## src/mam_params.svh

```systemverilog
`ifndef MAM_PARAMS_SVH
`define MAM_PARAMS_SVH
// ----------------------------------------
// Register offsets
// ----------------------------------------
`define MAM_REG_CTRL    8'h00
`define MAM_REG_LEVEL   8'h04
`define MAM_REG_ALARM   8'h08
`define MAM_REG_IRQ_ST  8'h0c
`define MAM_REG_IRQ_MSK 8'h10
`define MAM_REG_INPUTS  8'h14
`define MAM_REG_BLINK   8'h18
// ----------------------------------------
// Field positions
// ----------------------------------------
`define MAM_CTRL_CLR    0
`define MAM_CTRL_SYSRST 1
`define MAM_CTRL_ASGN   2
`define MAM_LVL_OUT_LSB 16
`define MAM_IRQ_RAISE   0
`define MAM_IRQ_CLEAR   1
`define MAM_IRQ_REFUSE  2
`define MAM_ALM_ACT     8
`define MAM_ALM_CUR     9
`define MAM_ALM_CLRBL   10
`define MAM_ALM_PERM    11
// ----------------------------------------
// Alarm codes
// ----------------------------------------
`define MAM_CODE_POS    8'h32
`define MAM_CODE_STACK  8'h90
`define MAM_CODE_CALL   8'h94
`define MAM_CODE_CALC   8'h98
`define MAM_CODE_PARAM  8'h99
`define MAM_CODE_DIV0   8'h9a
`define MAM_CODE_INTERN 8'hf0
// ----------------------------------------
// Reset values and timing
// ----------------------------------------
`define MAM_CTRL_RSTV   3'h4
`define MAM_LEVEL_RSTV  24'h000000
`define MAM_BLINK_RSTV  8'h21
`define MAM_POS_W       48
`define MAM_GEN_IN_N    9
`define MAM_CLK_MHZ     100
`define MAM_BLINK_ON_MS 200
`define MAM_BLINK_GAP_MS 1200
`define MAM_BLINK_ON_CYC (`MAM_BLINK_ON_MS * 1000 * `MAM_CLK_MHZ)
`define MAM_BLINK_GAP_CYC (`MAM_BLINK_GAP_MS * 1000 * `MAM_CLK_MHZ)
`endif

```

## src/mam_pkg.sv

```systemverilog
package mam_pkg;
    // ----------------------------------------
    // Fault event and status carriers
    // ----------------------------------------
    typedef struct packed {
        logic internal;
        logic div_zero;
        logic param_range;
        logic calc_overflow;
        logic call_missing;
        logic stack_overflow;
    } mam_fault_t;

    typedef struct packed {
        logic seq_running;
        logic ready;
        logic paused;
        logic moving;
        logic limiting;
        logic home_pos;
        logic motion_done;
    } mam_stat_t;

    typedef enum logic [1:0] {
        MAM_BL_IDLE,
        MAM_BL_ON,
        MAM_BL_OFF,
        MAM_BL_GAP
    } mam_blink_t;
endpackage : mam_pkg

```

## src/mam_alarm_manager.sv

```systemverilog
// Added by the designer: the plain strobed port and the register addresses.
`include "mam_params.svh"
// Operation
// - Nine input levels and eight output levels are each set separately.
// - A set level picks which pin state counts as asserted.
// - Any alarm stops motion; some alarms also cut motor current.
// - On alarm the indicator blinks and assigned alarm output goes active.
// - Alarm type is shown as a repeating count of blinks per cycle.
// - The active alarm code is held and returned on query.
// - Clear command clears clearable codes; system reset clears others too.
// - Serious internal faults are permanent; no command removes them.
// - Target position outside signed 32-bit milli-units raises code 32h.
// - Sequence stack exhaustion raises code 90h.
// - Calling a missing sequence as subroutine raises code 94h.
// - Arithmetic result past numeric limits raises code 98h.
// - Parameter assignment out of range raises code 99h.
// - Division by zero raises code 9Ah, clearable by clear command.
module mam_alarm_manager #(
    parameter int          POS_W     = `MAM_POS_W,
    parameter int          GEN_IN_N  = `MAM_GEN_IN_N,
    parameter int unsigned ON_CYC    = `MAM_BLINK_ON_CYC,
    parameter int unsigned GAP_CYC   = `MAM_BLINK_GAP_CYC
) (
    input  wire logic               i_clk,
    input  wire logic               i_sys_rst,
    input  wire logic               i_clk_en,
    input  wire logic [7:0]         i_addr,
    input  wire logic [31:0]        i_wdata,
    input  wire logic               i_wr,
    input  wire logic               i_rd,
    output logic      [31:0]        o_rdata,
    input  wire mam_pkg::mam_fault_t i_fault,
    input  wire logic [POS_W-1:0]   i_target_pos,
    input  wire logic               i_target_pos_valid,
    input  wire mam_pkg::mam_stat_t i_stat,
    input  wire logic [GEN_IN_N-1:0] i_gen_in_pins,
    output logic      [GEN_IN_N-1:0] o_gen_in_asserted,
    output logic      [7:0]         o_out_pins,
    output logic                    o_stop_motion,
    output logic                    o_current_off,
    output logic                    o_alarm_led,
    output logic                    o_irq
);
    // ----------------------------------------
    // Elaboration checks
    // ----------------------------------------
    if (POS_W < 33 || POS_W > 64) begin : g_bad_pos
        $error("POS_W must be 33 to 64");
    end
    if (GEN_IN_N < 1 || GEN_IN_N > 16) begin : g_bad_in
        $error("GEN_IN_N must be 1 to 16");
    end
    if (ON_CYC < 1 || GAP_CYC < 1) begin : g_bad_cyc
        $error("Blink counts must be at least one");
    end

    // ----------------------------------------
    // Functions
    // ----------------------------------------
    // Fixed priority when several faults land together
    function automatic logic [7:0] mam_code_of(
        input mam_pkg::mam_fault_t f,
        input logic                pos_bad
    );
        logic [7:0] c;
        c = `MAM_CODE_DIV0;
        if (f.internal)           c = `MAM_CODE_INTERN;
        else if (pos_bad)         c = `MAM_CODE_POS;
        else if (f.stack_overflow) c = `MAM_CODE_STACK;
        else if (f.call_missing)  c = `MAM_CODE_CALL;
        else if (f.calc_overflow) c = `MAM_CODE_CALC;
        else if (f.param_range)   c = `MAM_CODE_PARAM;
        return c;
    endfunction : mam_code_of

    // Zero would never show; treat as one blink
    function automatic logic [3:0] mam_blinks(
        input logic [7:0] code,
        input logic [7:0] cfg
    );
        logic [3:0] n;
        n = (code == `MAM_CODE_INTERN) ? cfg[7:4] : cfg[3:0];
        return (n == 4'h0) ? 4'h1 : n;
    endfunction : mam_blinks

    // ----------------------------------------
    // Register state
    // ----------------------------------------
    logic [2:0]  ctrl;
    logic [23:0] level;
    logic [7:0]  blink_cfg;
    logic [2:0]  irq_st;
    logic [2:0]  irq_msk;
    logic        alarm_active;
    logic [7:0]  alarm_code;

    // Bus decode
    wire wr_ctrl  = i_wr && (i_addr == `MAM_REG_CTRL);
    wire wr_level = i_wr && (i_addr == `MAM_REG_LEVEL);
    wire wr_ist   = i_wr && (i_addr == `MAM_REG_IRQ_ST);
    wire wr_imsk  = i_wr && (i_addr == `MAM_REG_IRQ_MSK);
    wire wr_blink = i_wr && (i_addr == `MAM_REG_BLINK);
    wire clr_cmd  = wr_ctrl && i_wdata[`MAM_CTRL_CLR];
    wire rst_cmd  = wr_ctrl && i_wdata[`MAM_CTRL_SYSRST];

    // ----------------------------------------
    // Fault detection and latch
    // ----------------------------------------
    // Upper bits must all copy bit 31 to fit signed 32 bits
    wire [POS_W-32:0] pos_top = i_target_pos[POS_W-1:31];
    wire pos_bad   = i_target_pos_valid && !(&pos_top || !(|pos_top));
    wire fault_any = (|i_fault) || pos_bad;
    wire [7:0] new_code = mam_code_of(i_fault, pos_bad);

    wire perm      = (alarm_code == `MAM_CODE_INTERN);
    wire clearable = (alarm_code == `MAM_CODE_DIV0);
    // Permanent faults ignore both commands
    wire clear_ok  = alarm_active && !perm
                   && (rst_cmd || (clr_cmd && clearable));
    wire refused   = alarm_active && clr_cmd && !clear_ok;
    wire hold      = alarm_active && !clear_ok;
    // New fault in the clearing cycle still latches
    wire       next_active = hold || fault_any;
    wire [7:0] next_code   = hold ? alarm_code :
                             (fault_any ? new_code : 8'h00);

    // Latched alarm; only power-up reset drops a permanent one
    always_ff @(posedge i_clk or posedge i_sys_rst) begin
        if (i_sys_rst) begin
            alarm_active <= 1'b0;
            alarm_code   <= 8'h00;
        end else if (i_clk_en) begin
            alarm_active <= next_active;
            alarm_code   <= next_code;
        end
    end

    // ----------------------------------------
    // Configuration registers
    // ----------------------------------------
    wire [2:0] next_ctrl  = wr_ctrl ? {i_wdata[`MAM_CTRL_ASGN], 2'b00} : ctrl;
    wire [23:0] next_level = wr_level ? i_wdata[23:0] : level;

    // Command bits are pulses and never stored
    always_ff @(posedge i_clk or posedge i_sys_rst) begin
        if (i_sys_rst) begin
            ctrl      <= `MAM_CTRL_RSTV;
            level     <= `MAM_LEVEL_RSTV;
            blink_cfg <= `MAM_BLINK_RSTV;
            irq_msk   <= 3'h0;
        end else if (i_clk_en) begin
            ctrl      <= next_ctrl;
            level     <= next_level;
            blink_cfg <= wr_blink ? i_wdata[7:0] : blink_cfg;
            irq_msk   <= wr_imsk ? i_wdata[2:0] : irq_msk;
        end
    end

    // ----------------------------------------
    // Interrupt status
    // ----------------------------------------
    wire [2:0] irq_ev;
    assign irq_ev[`MAM_IRQ_RAISE]  = fault_any && !hold;
    assign irq_ev[`MAM_IRQ_CLEAR]  = clear_ok;
    assign irq_ev[`MAM_IRQ_REFUSE] = refused;
    wire [2:0] w1c         = wr_ist ? i_wdata[2:0] : 3'h0;
    // Set beats write-one-clear in the same cycle
    wire [2:0] next_irq_st = (irq_st & ~w1c) | irq_ev;

    always_ff @(posedge i_clk or posedge i_sys_rst) begin
        if (i_sys_rst) begin
            irq_st <= 3'h0;
            o_irq  <= 1'b0;
        end else if (i_clk_en) begin
            irq_st <= next_irq_st;
            o_irq  <= |(next_irq_st & irq_msk);
        end
    end

    // ----------------------------------------
    // Alarm indicator blink sequence
    // ----------------------------------------
    mam_pkg::mam_blink_t bl_state;
    mam_pkg::mam_blink_t next_bl_state;
    logic [31:0] bl_cyc;
    logic [3:0]  bl_left;
    logic [31:0] next_bl_cyc;
    logic [3:0]  next_bl_left;
    wire on_end  = (bl_cyc == 32'(ON_CYC - 1));
    wire gap_end = (bl_cyc == 32'(GAP_CYC - 1));
    wire [3:0] bl_n = mam_blinks(alarm_code, blink_cfg);

    // On and off phases per blink, then a long gap, repeating
    always_comb begin
        next_bl_state = bl_state;
        next_bl_cyc   = bl_cyc + 32'h1;
        next_bl_left  = bl_left;
        case (bl_state)
            mam_pkg::MAM_BL_IDLE: begin
                next_bl_cyc = 32'h0;
                if (alarm_active) begin
                    next_bl_state = mam_pkg::MAM_BL_ON;
                    next_bl_left  = bl_n;
                end
            end
            mam_pkg::MAM_BL_ON: begin
                if (on_end) begin
                    next_bl_state = mam_pkg::MAM_BL_OFF;
                    next_bl_cyc   = 32'h0;
                end
            end
            mam_pkg::MAM_BL_OFF: begin
                if (on_end) begin
                    next_bl_cyc  = 32'h0;
                    next_bl_left = bl_left - 4'h1;
                    next_bl_state = (bl_left == 4'h1) ?
                        mam_pkg::MAM_BL_GAP : mam_pkg::MAM_BL_ON;
                end
            end
            mam_pkg::MAM_BL_GAP: begin
                if (gap_end) begin
                    next_bl_state = mam_pkg::MAM_BL_ON;
                    next_bl_cyc   = 32'h0;
                    next_bl_left  = bl_n;
                end
            end
            default: begin
                next_bl_state = mam_pkg::MAM_BL_IDLE;
            end
        endcase
        // Clearing the alarm stops the indicator at once
        if (!alarm_active) begin
            next_bl_state = mam_pkg::MAM_BL_IDLE;
            next_bl_cyc   = 32'h0;
        end
    end

    always_ff @(posedge i_clk or posedge i_sys_rst) begin
        if (i_sys_rst) begin
            bl_state    <= mam_pkg::MAM_BL_IDLE;
            bl_cyc      <= 32'h0;
            bl_left     <= 4'h0;
            o_alarm_led <= 1'b0;
        end else if (i_clk_en) begin
            bl_state    <= next_bl_state;
            bl_cyc      <= next_bl_cyc;
            bl_left     <= next_bl_left;
            o_alarm_led <= (next_bl_state == mam_pkg::MAM_BL_ON);
        end
    end

    // ----------------------------------------
    // Pin levels and protective outputs
    // ----------------------------------------
    // Level 1 means the pin is low when asserted
    wire [GEN_IN_N-1:0] next_in_asrt = i_gen_in_pins ^ level[GEN_IN_N-1:0];
    // Unassigned alarm output rests at its inactive level
    wire alarm_sig = alarm_active && ctrl[`MAM_CTRL_ASGN];
    wire [7:0] next_out_pins = {i_stat, alarm_sig}
                             ^ level[`MAM_LVL_OUT_LSB +: 8];
    wire next_cur_off = next_active && (next_code == `MAM_CODE_INTERN);

    always_ff @(posedge i_clk or posedge i_sys_rst) begin
        if (i_sys_rst) begin
            o_gen_in_asserted <= '0;
            o_out_pins        <= 8'h00;
            o_stop_motion     <= 1'b0;
            o_current_off     <= 1'b0;
        end else if (i_clk_en) begin
            o_gen_in_asserted <= next_in_asrt;
            o_out_pins        <= next_out_pins;
            o_stop_motion     <= next_active;
            o_current_off     <= next_cur_off;
        end
    end

    // ----------------------------------------
    // Read path
    // ----------------------------------------
    wire [31:0] alarm_word = {20'h0, perm && alarm_active, clearable && alarm_active,
                              o_current_off, alarm_active, alarm_code};
    wire [31:0] rd_mux =
        (i_addr == `MAM_REG_CTRL)    ? {29'h0, ctrl} :
        (i_addr == `MAM_REG_LEVEL)   ? {8'h0, level} :
        (i_addr == `MAM_REG_ALARM)   ? alarm_word :
        (i_addr == `MAM_REG_IRQ_ST)  ? {29'h0, irq_st} :
        (i_addr == `MAM_REG_IRQ_MSK) ? {29'h0, irq_msk} :
        (i_addr == `MAM_REG_INPUTS)  ? 32'(o_gen_in_asserted) :
        (i_addr == `MAM_REG_BLINK)   ? {24'h0, blink_cfg} : 32'h0;

    // Data stands only in the cycle after the strobe
    always_ff @(posedge i_clk or posedge i_sys_rst) begin
        if (i_sys_rst) begin
            o_rdata <= 32'h0;
        end else if (i_clk_en) begin
            o_rdata <= i_rd ? rd_mux : 32'h0;
        end
    end

    wire [GEN_IN_N-1:0] in_lvl = level[GEN_IN_N-1:0];
endmodule : mam_alarm_manager

```

## config.mk

```make
export PLATFORM = sky130hd
export DESIGN_NAME = mam_alarm_manager
export DESIGN_NICKNAME = d
export VERILOG_FILES = /design/src/mam_pkg.sv /design/src/mam_alarm_manager.sv
export VERILOG_INCLUDE_DIRS = /design/src
export SDC_FILE = /design/constraint.sdc
export NUM_CORES = 1
export LEC_CHECK = 0
export ABC_AREA = 1
export BUFFER_PORTS_ARGS = -buffer_cell sky130_fd_sc_hd__buf_2
export CELL_PAD_IN_SITES_DETAIL_PLACEMENT = 0
export CELL_PAD_IN_SITES_GLOBAL_PLACEMENT = 2
export CORE_MARGIN = 2
export CORE_UTILIZATION = 28
export DETAILED_ROUTE_END_ITERATION = 10
export PLACE_DENSITY = 0.86
export SYNTH_ARGS = -nofsm -noshare
export SYNTH_HDL_FRONTEND = slang
export SYNTH_SLANG_ARGS = --single-unit
```

## constraint.sdc

```tcl
create_clock -name i_clk -period 5.1 [get_ports i_clk]
set_input_delay 1.53 -clock i_clk [delete_from_list [all_inputs] [get_ports i_clk]]
set_output_delay 1.53 -clock i_clk [all_outputs]
set_load 0.02 [all_outputs]
```

==> qor.yml <==
ys_seq_elements: 130
grt_pass1_vias: 6475
worst_pin_slew_ns: 0.776
multi_input_area_mm2: 0.00363
synth_edf_count: 0
drive_above_1_share_pct: 20.5
cts_root_buffer: "clkbuf_16"
crit_arrival_ns: 3.16
grt_start_max_net_pins: 83
grt_use_met1_pct: 21.7
final_cell_area_mm2: 0.00889
ys.flop_type: "dfrtp_1"
p_leak_uw: 0.00428
finalMaxSlewViolations: 0
register_area_mm2: 0.00326
async_reset_ff_share_pct: 100
cts_resized: 0
setup_tns_ns: 0
post_cts_buffers: 0
period_minus_slack_ns: 2.85
wl_per_cell_um: 15.2
start_util_pct: 28.5
die-height_um: 167
portBuffers: 121
wl_um: 21300
diodes: 0
area_growth_pct: 20.1
via_per_inst: 4.67
post-route-period-util_pct: 55.8
clk_path_buf_depth: 2
antenna_found_initial: 0
grt.busiest_layer: "met2"
grt_usage_pct: 15.8
grt_pass1_wl_um: 35200
core_mm2: 0.0260
maxClockFrequency_ghz: 0.351
cp_max_fo: 32
cts-hold-fix-buffers: 0
fin_hold_ws_ns: 0.477
use_met3_pct: 2.69
cp-end-kind: "flip-flop"
synth_area_mm2: 0.00740
crit_required_ns: 5.41
cap_violations: 0
yosysUniqueCellTypes: 51
dp_hpwl_um: 15800
clk_pin_slew_worst_paths_ns: 0.06
slew-limit-headroom_pct: 48.3
die_width_um: 167
vias: 6540
setup_viol_count_final: 0
startpoint_type: "primary input"
htreeDepth: 4
die-area_mm2: 0.0277
dpl-instance-area_mm2: 0.00832
grt_setup_unrepaired: "false"
syn-instance-count: 931
power.total_uw: 2680
ys_seq_area_share_pct: 44.0
nNetsFinal: 1176
finalHoldViolCount: 0
fillers: 2833
ys_warn_count: 0
rows: 59
ant_nets: 0
dr.pass1.iters: 4
io_pins: 169
overflow: 0
cts_tree: "built"
synth.avg_cell_area_um2: 7.95
drc: 0
peakVddDrop_v: 0.000291
clock_latency_ns: 0.43
final.setup_skew_ns: 0.0176
hold_class: "reg -> reg"
clkSinkCount: 130
critPathKind: "in -> reg"
drt-initial-drc-count: 398
numCtsBuffers: 17
gr-usage-met2_pct: 26.0
status: "complete, no violations"
power.density_mw_per_mm2: 301
routabilityCongestion: 0.838
-- power by group --
group | internal, uW | switching [uW]
clock network | 647 | 550
logic | 119 | 238
registers | 1080 | 39.3
total | 1850 | 827
-- cell type report --
type | instances | area share (%)
clock buffers | 17 | 4.79
clock inverters | 15 | 1.59
inverters | 96 | 4.15
multi-input cells | 682 | 40.9
flip-flops and latches | 130 | 36.6
well taps | 335 | 4.72
repair buffers | 126 | 7.24
-- cells in the final DEF, fill, tap and decap left out, drive strengths merged, types with 8 or more instances in the layout --
master  count
nand2     254
inv       103
a22o       14
o211ai      8
o22ai      15
dfrtp     127
conb        8
nand3      58
nor2      106
a21oi      24
nor3       22
xor2       13
nand4      21
mux2       16
o21ai      76
xnor2      16
buf       126
clkbuf     17
-- kinds of logic (layout without fill, tap and decap cells) --
| group | Yosys count | count (layout) | share of synthesized area (%) |
|---|---|---|---|
| buffers and inverters | 126 | 254 | 7.27 |
| xor gates and xnor gates | 29 | 29 | 3.43 |
| AOI/OAI and AO/OA | 155 | 155 | 12.5 |
| other | 1 | 8 | 0.0507 |
| DFF | 130 | 130 | 44.0 |
| muxes | 16 | 16 | 3.14 |
| adders and majority gates | 7 | 7 | 1.18 |
| and+or+nand+nor | 467 | 467 | 28.4 |
-- final timing paths --
path / start / end / slack, ns / depth (start not counted)
worst max-delay path: i_addr[7] / level[12]$_DFFE_PP0P_ / 2.25 / 8
worst min-delay path: o_rdata[3]$_DFFE_PP0P_ / o_rdata[3]$_DFFE_PP0P_ / 0.48 / 2
worst max register to register: bl_cyc[0]$_DFFE_PP0P_ / bl_cyc[23]$_DFFE_PP0P_ / 2.77 / 10
worst min register to register: o_rdata[3]$_DFFE_PP0P_ / o_rdata[3]$_DFFE_PP0P_ / 0.48 / 2
max in group asynchronous: i_sys_rst / o_rdata[12]$_DFFE_PP0P_ / 2.98 / 3
min in group asynchronous: i_sys_rst / bl_cyc[31]$_DFFE_PP0P_ / 1.25 / 2
-- cells in the mapped netlist (all sizes together) (15+ instances only) --
cell | number | area, um2
nor3 | 22 | 159
o22ai | 15 | 93.8
nand4 | 21 | 131
o21ai | 76 | 380
mux2 | 16 | 233
nand3 | 58 | 295
inv | 95 | 359
nand2 | 254 | 1010
buf | 18 | 129
nor2 | 106 | 468
dfrtp | 127 | 3180
xnor2 | 16 | 140
a21oi | 24 | 128
-- metal layers --
layer / up-vias / wire length (um)
li1: 3309 / -
met1: 3105 / 10200
met2: 106 / 10300
met3: 20 / 620
met4: 0 / 278
met5: - / 0
-- state kept, by name, indices dropped and copies added (netlist names), 3 cells and up --
register / flops
level: 24
bl_left: 4
blink_cfg: 8
o_out_pins: 8
alarm_code: 8
o_rdata: 24
irq_st: 3
o_gen_in_asserted: 9
bl_cyc: 32
irq_msk: 3
-- stage by stage --
step	cells	setup WS, ns	util [%]
after floorplan	938	0.106	-
after global placement	1369	1.78	32.0
after detailed placement	1369	1.79	32.0
after CTS	1401	2.24	34.2
after global routing	1401	2.11	34.2
final	1401	2.25	34.2
-- worst max-delay path, stage by stage --
cell,delay [ns]
buf_2,0.09
nor2_1,0.16
nand2_2,0.14
inv_2,0.12
nand2_2,0.21
inv_2,0.21
nand2_4,0.28
mux2_4,0.39
(Power assumes the default switching activity.)
